<file path="config.mk">
export PLATFORM = sky130hd
export DESIGN_NAME = poc_pin_ctrl
export DESIGN_NICKNAME = d
export VERILOG_FILES = /design/src/shared/poc_pkg.sv /design/src/logic/poc_mode_mux.sv /design/src/logic/poc_pin_ctrl.sv
export SDC_FILE = /design/constraint.sdc
export NUM_CORES = 1
export LEC_CHECK = 0
export BUFFER_PORTS_ARGS = -buffer_cell sky130_fd_sc_hd__buf_2
export CAP_MARGIN = 20
export CORE_AREA = 2 2 39 41
export DETAILED_ROUTE_END_ITERATION = 10
export DIE_AREA = 0 0 41 43
export PLACE_DENSITY = 0.6
export RECOVER_POWER = 100
export SYNTH_ARGS = -nofsm -noshare
export SYNTH_HDL_FRONTEND = slang
export SYNTH_SLANG_ARGS = --single-unit
</file>
<file path="constraint.sdc">
create_clock -name core_clk -period 2.6 [get_ports core_clk]
set_clock_uncertainty 0.1 [all_clocks]
set_input_delay 0.52 -clock core_clk [delete_from_list [all_inputs] [get_ports core_clk]]
set_output_delay 0.52 -clock core_clk [all_outputs]
set_load 0.02 [all_outputs]
</file>
<file path="src/shared/poc_pkg.sv">
// package for the pwm pin output control block
package poc_pkg;

    // pin pair output mode encodings
    localparam logic [1:0] MODE_INDEPENDENT = 2'h3;
    localparam logic [1:0] MODE_PUSH_PULL = 2'h2;
    localparam logic [1:0] MODE_REDUNDANT = 2'h1;
    localparam logic [1:0] MODE_COMPLEMENTARY = 2'h0;

    // bit positions inside the two-bit override and fault fields
    localparam int unsigned VALUE_HIGH_BIT = 1;
    localparam int unsigned VALUE_LOW_BIT = 0;

    // normal fault mode is selected by independent_fault_sel at this value
    localparam logic FAULT_MODE_NORMAL = 1'h0;

    // values after reset
    localparam logic HIGH_PIN_RESET = 1'h0;
    localparam logic LOW_PIN_RESET = 1'h0;
    localparam logic GEN_HIGH_RESET = 1'h0;

    // push-pull steering phase, one-hot
    typedef enum logic [1:0] {
        POC_PH_HIGH = 2'h1,
        POC_PH_LOW = 2'h2
    } poc_phase_t;

    // low phase after reset, so the first period lands on the high pin
    localparam poc_phase_t PHASE_RESET = POC_PH_LOW;

    // static configuration of one pin pair
    typedef struct packed {
        logic [1:0] pin_pair_mode;
        logic low_polarity_inv;
        logic override_enable_high;
        logic override_enable_low;
        logic [1:0] override_value_field;
        logic [1:0] fault_value_field;
        logic independent_fault_sel;
    } poc_cfg_t;

    // raw generator waveforms
    typedef struct packed {
        logic high;
        logic low;
    } poc_wave_t;

endpackage

</file>
<file path="src/logic/poc_mode_mux.sv">
// pin pair mode steering of the generator waveforms
module poc_mode_mux (
    input wire logic [1:0] pin_pair_mode,
    input wire poc_pkg::poc_wave_t gen,
    input wire poc_pkg::poc_phase_t phase,
    output poc_pkg::poc_wave_t raw
);
    import poc_pkg::*;

    always_comb begin
        raw = '0;
        case (pin_pair_mode)
            MODE_INDEPENDENT: begin
                raw.high = gen.high;
                raw.low = gen.low;
            end
            MODE_PUSH_PULL: begin
                // one pin per period, alternating
                raw.high = gen.high & (phase == POC_PH_HIGH);
                raw.low = gen.high & (phase == POC_PH_LOW);
            end
            MODE_REDUNDANT: begin
                raw.high = gen.high;
                raw.low = gen.high;
            end
            default: begin
                raw.high = gen.high;
                raw.low = ~gen.high;
            end
        endcase
    end

endmodule // poc_mode_mux

</file>
<file path="src/logic/poc_pin_ctrl.sv">
// output stage of one pwm generator pin pair
// Functional notes
// - low polarity bit set makes low pin active-low
// - mode field picks independent, push-pull, redundant, complementary
// - high override enable drives high pin from bit1
// - low override enable drives low pin from bit0
// - normal mode fault forces high pin to bit1
// - normal mode fault forces low pin to bit0
module poc_pin_ctrl (
    core_clk,
    reset_n,
    cfg,
    gen,
    fault_active,
    high_side_pin,
    low_side_pin
);
    import poc_pkg::*;

    input wire logic core_clk;
    input wire logic reset_n;
    input wire poc_pkg::poc_cfg_t cfg;
    input wire poc_pkg::poc_wave_t gen;
    input wire logic fault_active;
    output logic high_side_pin;
    output logic low_side_pin;

    poc_wave_t raw;
    poc_phase_t phase_r;
    poc_phase_t phase_nxt;
    logic gen_high_r;
    logic gen_high_nxt;
    logic high_pin_r;
    logic high_pin_nxt;
    logic low_pin_r;
    logic low_pin_nxt;
    logic fault_force;

    // next phase, so a new period never starts on the previous pin
    poc_mode_mux u_mode_mux (
        .pin_pair_mode(cfg.pin_pair_mode),
        .gen(gen),
        .phase(phase_nxt),
        .raw(raw)
    );

    // only normal fault mode is handled here
    assign fault_force = fault_active &
        (cfg.independent_fault_sel == FAULT_MODE_NORMAL);

    // push-pull phase flips on each rising edge of the high waveform
    always_comb begin
        gen_high_nxt = gen.high;
        phase_nxt = phase_r;
        if (gen.high && !gen_high_r) begin
            case (phase_r)
                POC_PH_HIGH: phase_nxt = POC_PH_LOW;
                POC_PH_LOW: phase_nxt = POC_PH_HIGH;
                default: phase_nxt = POC_PH_HIGH;
            endcase
        end
    end

    always_ff @(posedge core_clk or negedge reset_n) begin
        if (!reset_n) begin
            phase_r <= PHASE_RESET;
            gen_high_r <= GEN_HIGH_RESET;
        end else begin
            phase_r <= phase_nxt;
            gen_high_r <= gen_high_nxt;
        end
    end

    // priority: fault, then override, then generator.
    // the fault value is the pin state itself so polarity is not applied,
    // a safe state must not depend on another setting.
    always_comb begin
        high_pin_nxt = raw.high;
        low_pin_nxt = raw.low ^ cfg.low_polarity_inv;
        if (fault_force) begin
            high_pin_nxt = cfg.fault_value_field[VALUE_HIGH_BIT];
        end else if (cfg.override_enable_high) begin
            high_pin_nxt = cfg.override_value_field[VALUE_HIGH_BIT];
        end
        if (fault_force) begin
            low_pin_nxt = cfg.fault_value_field[VALUE_LOW_BIT];
        end else if (cfg.override_enable_low) begin
            low_pin_nxt = cfg.override_value_field[VALUE_LOW_BIT] ^
                cfg.low_polarity_inv;
        end
    end

    // registered so the pins never glitch through the mux
    always_ff @(posedge core_clk or negedge reset_n) begin
        if (!reset_n) begin
            high_pin_r <= HIGH_PIN_RESET;
            low_pin_r <= LOW_PIN_RESET;
        end else begin
            high_pin_r <= high_pin_nxt;
            low_pin_r <= low_pin_nxt;
        end
    end

    assign high_side_pin = high_pin_r;
    assign low_side_pin = low_pin_r;
endmodule // poc_pin_ctrl

</file>
### After elaboration in Yosys (flattened, before gate mapping)

Index checks and enable logic that the tools add are counted.

* logic and storage cells: 26
* register bits after elaboration: 5

* bitwise gates (word level): 7
* reduce and logical (&&, ||, !) cells: 2
* eq/ne operators: 6
* muxes and demuxes: 7

Operators by type and width (number)
* $eq 2x1->1 const B: 3
* $eq 2x2->1 const B: 3
* $pmux 2 s3: 1
* $mux 1: 4
* $mux 2: 2
* $and 1x1->1: 3
* $not 1->1: 2
* $xor 1x1->1: 2
* $logic_and 1x1->1: 1
* $logic_not 1->1: 1

### Longest topological paths before layout

* depth after elaboration: 9
* mapped depth: 5
* gate-level depth less buffers: 4

### Cells and area by module

A second synthesis with hierarchy kept.

* cells, all modules: 24
* area total of the unflattened synthesis: 271.5 µm²

By module, submodules not included
* poc_pin_ctrl: area each 212.7 µm², times used 1, cells an instance 17, sequential area each 126.4 µm²
* poc_mode_mux: area each 58.8 µm², times used 1, cells an instance 7, sequential area each 0.0 µm²

### Least setup slack after synthesis

No wires, ideal clock.

* path type: input to register
* from: input gen[1] (netlist bit)
* to: register low_pin_r (netlist: low_side_pin)
* required time: 2.376 ns
* arrival: 1.359 ns
* buffers on the path: 1
* stages on the path: 5
* library setup time: 0.124 ns
* setup slack: 1.017 ns
* cells stage by stage: buf_6 > mux2_2 > a211oi_2 > nand4b_1 > nor3b_2

* longest elaborated chain between the ends: 8

RTL lines
* from (decl): RTL line poc_pin_ctrl.sv:23 `input wire poc_pkg::poc_wave_t gen;`
* $logic_and 1x1->1: RTL line poc_pin_ctrl.sv:55 `if (gen.high && !gen_high_r) begin`
* $mux 2: RTL line poc_pin_ctrl.sv:55
* $eq 2x2->1: RTL line poc_mode_mux.sv:20 `raw.low = gen.high & (phase == POC_PH_LOW);`
* $and 1x1->1: RTL line poc_mode_mux.sv:20
* $pmux 2 s3 (*): RTL line poc_mode_mux.sv:12 `case (pin_pair_mode)`
* $xor 1x1->1 (*): RTL line poc_pin_ctrl.sv:79 `low_pin_nxt = raw.low ^ cfg.low_polarity_inv;`
* $mux 1 (*): RTL line poc_pin_ctrl.sv:87 `end else if (cfg.override_enable_low) begin`
* $mux 1 (*): RTL line poc_pin_ctrl.sv:85 `if (fault_force) begin`
* via low_pin_nxt: RTL line poc_pin_ctrl.sv:36 `logic low_pin_nxt;`
* to (signal assigned): RTL line poc_pin_ctrl.sv:100 `low_pin_r <= low_pin_nxt;`
* to (decl): RTL line poc_pin_ctrl.sv:35 `logic low_pin_r;`

The timed path passes the listed nets; every way through them passes the cells marked *.

### Worst setup path after layout

Same ends and word-level chain as after synthesis.

==> results.sh <==
export IMPL_power_leakage_nw=0.203
export IMPL_timing_hold_worst_path_depth=2
export IMPL_antenna_violating_nets_post_route=0
export IMPL_floorplan_die_height_um=43
export IMPL_worst_r2r_cell_count=4
export IMPL_num_fill_cells=161
export IMPL_postSynthRegisterBits=5
export IMPL_postCtsSetupRepairBufs=0
export IMPL_most_common_layout_cells="12 x sky130_fd_sc_hd__buf_2, 5 x sky130_fd_sc_hd__clkbuf_1, 4 x sky130_fd_sc_hd__dfrtp_1, 3 x sky130_fd_sc_hd__clkbuf_4"
export IMPL_share_of_layout_cells_above_drive_strength_1_pct=34.0
export IMPL_count_of_distinct_cell_types_in_the_synthesized_netlist=25
export IMPL_fin_hold_ws_ps=423
export IMPL_port_buffers=16
export IMPL_design_final_nets=69
export IMPL_hold_viol=0
export IMPL_dpl_cell_area_um2=419
export IMPL_setup_violations=0
export IMPL_setup_slack_ps=1060
export IMPL_syn_area_per_cell_um2=10.0
export IMPL_insertion_delay_ps=250
export IMPL_insertedDiodeCount=0
export IMPL_synth_enable_flop_cells=0
export IMPL_netlist_top_cell_by_area="sky130_fd_sc_hd__dfrtp_1"
export IMPL_core_um2=1380
export IMPL_htree_num_levels=1
export IMPL_ys_async_sr_fraction_pct=100
export IMPL_worst_pin_slew_ps=311
export IMPL_grt_start_max_net_pins=10
export IMPL_synthToLayoutAreaGrowth_pct=34.8
export IMPL_wire_length_of_the_first_global_routing_pass_mm=1.14
export IMPL_cts_max_path_buffers=2
export IMPL_cts_buffers=3
export IMPL_post_synth_simple_gate_area_pct=27.3
export IMPL_final_cell_count_no_fill=69
export IMPL_synth_area_um2=330
export IMPL_synth_cells=33
export IMPL_synth_top_family_by_area="simple AND/OR/NAND/NOR gates"
export IMPL_timing_final_crit_period_ps=1540
export IMPL_setup_worst_path_start_class="input pin"
export IMPL_timing_final_max_slew_violations=0
export IMPL_maxSlewHeadroom_pct=79.3
export IMPL_totalNegativeSetupSlack_ps=0
export IMPL_postLayoutCoreUtil_pct=32.2
export IMPL_die_width_um=41
export IMPL_post_cts_resized_instances=0
export IMPL_dp_hpwl_um=595
export IMPL_dpl_cell_count=64
export IMPL_crit_arrival_ps=1570
export IMPL_gp_routability_congestion=0.709
export IMPL_clock_pin_slew_worst_setup_and_hold_paths_ps=50
export IMPL_worst_endpoint_required_ps=2630
export IMPL_synth_yosys_warnings=0
export IMPL_synth_sequential_area_ratio_pct=38.3
export IMPL_synth_mux_area_fraction_pct=3.41
export IMPL_cap_viol_max_count=0
export IMPL_p_per_area_nw_per_um2=627
export IMPL_setup_repair_after_global_routing_missed_its_margin="no"
export IMPL_drt_initial_drc_count=4
export IMPL_achievable_frequency_ghz=0.650
export IMPL_vias_per_cell=4.64
export IMPL_dp_slack_ps=899
export IMPL_synth_fp_nets=48
export IMPL_detail_route_wirelength_um=739
export IMPL_postSynth_topFlopCell="sky130_fd_sc_hd__dfrtp_1"
export IMPL_number_of_antenna_violations_at_the_first_check_in_global_routing=0
export IMPL_status="completed"
export IMPL_post_route_period_util_pct=59.2
export IMPL_cts_tree="built"
export IMPL_worstHoldPathType="input pin to flop"
export IMPL_cts_num_sinks=5
export IMPL_yosys_area_share_adder_pct=0
export IMPL_via_count_of_the_first_global_routing_pass=316
export IMPL_worst_setup_path_type="input pin to flop"
export IMPL_post_cts_hold_buffer_count=1
export IMPL_vias=320
export IMPL_track_usage_pct=10.3
export IMPL_synth_top_cell_area_share_pct=30.3
export IMPL_design_area_um2=445
export IMPL_post_layout_total_power_mw=0.279
export IMPL_ioPinCount=17
export IMPL_post_synth_main_area_contributors="sky130_fd_sc_hd__dfrtp_1 30%, sky130_fd_sc_hd__dfstp_2 8.0%, sky130_fd_sc_hd__and2b_1 4.5%"
export IMPL_clk_root_buffer_cell="sky130_fd_sc_hd__clkbuf_4"
export IMPL_floorplan_rows=14
export IMPL_start_util_pct=23.9
export IMPL_compound_gate_portion_of_the_synthesized_area_pct=22.7
export IMPL_layout_cells_most_common="sky130_fd_sc_hd__buf_2"
export IMPL_route_detailed_wl_per_inst_um=10.7
export IMPL_critPathMaxFanout=9
export IMPL_remaining_drc_errors=0
export IMPL_synth_xor_area_share_pct=2.65
export IMPL_kind_of_capture_point_of_the_worst_setup_path="flop"
export IMPL_overflow=0
export IMPL_detailed_routing_iteration_count_for_the_pre_antenna_repair_pass=2
export IMPL_max_vdd_ir_drop_v=0.000199
export IMPL_die_area_um2=1760
[metal layers]
metal	part of all wire [%]	GRT usage, %	vias to the layer above
met5	0	0	-
met4	2.2	10.0	0
met3	4.5	3.14	2
met2	53	16.3	9
met1	40	9.42	147
li1	-	-	162
[worst max-delay path, cell delays in order]
cell,delay [ps]
sky130_fd_sc_hd__clkbuf_1,160
sky130_fd_sc_hd__mux2_2,300
sky130_fd_sc_hd__a211oi_1,310
sky130_fd_sc_hd__nand4b_1,120
sky130_fd_sc_hd__nor3b_2,160
[power breakdown]
part	internal (mW)	switching [mW]	total, mW
Combinational	0.0422	0.0361	0.0783
Sequential	0.0956	0.0123	0.108
Clock	0.0582	0.0350	0.0932
[sequential cells by signal, summed over array words and instances (netlist names)]
name	cells
phase_r	2
low_side_pin	1
high_side_pin	1
gen_high_r	1
[final timing paths]
kind                                       from                      end  slack, ps
hold / removal                           cfg[2]  high_side_pin$_DFF_PN0_        420
max in group asynchronous               reset_n     phase_r[1]$_DFF_PN1_       1560
hold reg to reg            phase_r[0]$_DFF_PN0_     phase_r[0]$_DFF_PN0_        520
min in group asynchronous               reset_n     phase_r[0]$_DFF_PN0_        560
setup reg to reg           phase_r[1]$_DFF_PN1_  high_side_pin$_DFF_PN0_       1080
setup / recovery                         gen[1]   low_side_pin$_DFF_PN0_       1060
[kinds of logic after synthesis]
logic type             after synthesis
AO/OA/AOI/OAI                       10
XOR/XNOR                             1
buffers and inverters                3
flip-flops                           5
multiplexers                         1
AND/OR/NAND/NOR                     13
[synthesized netlist by cell type (all sizes together), types with 2 or more instances]
cell type and n:
dfrtp 4, a21oi 2, a211oi 2, nor3b 2, and2b 2, nand2 2, nand2b 2, inv 2
[layout make-up]
type	instances	area (µm²)	area share, %
multi-input cells	25	180	40.4
flip-flops and latches	5	126	28.4
repair buffers	17	85.1	19.1
clock buffers	4	26.3	5.90
well taps	16	20.0	4.49
inverters	2	7.51	1.69
No activity file was read; power rests on OpenSTA's default activity.
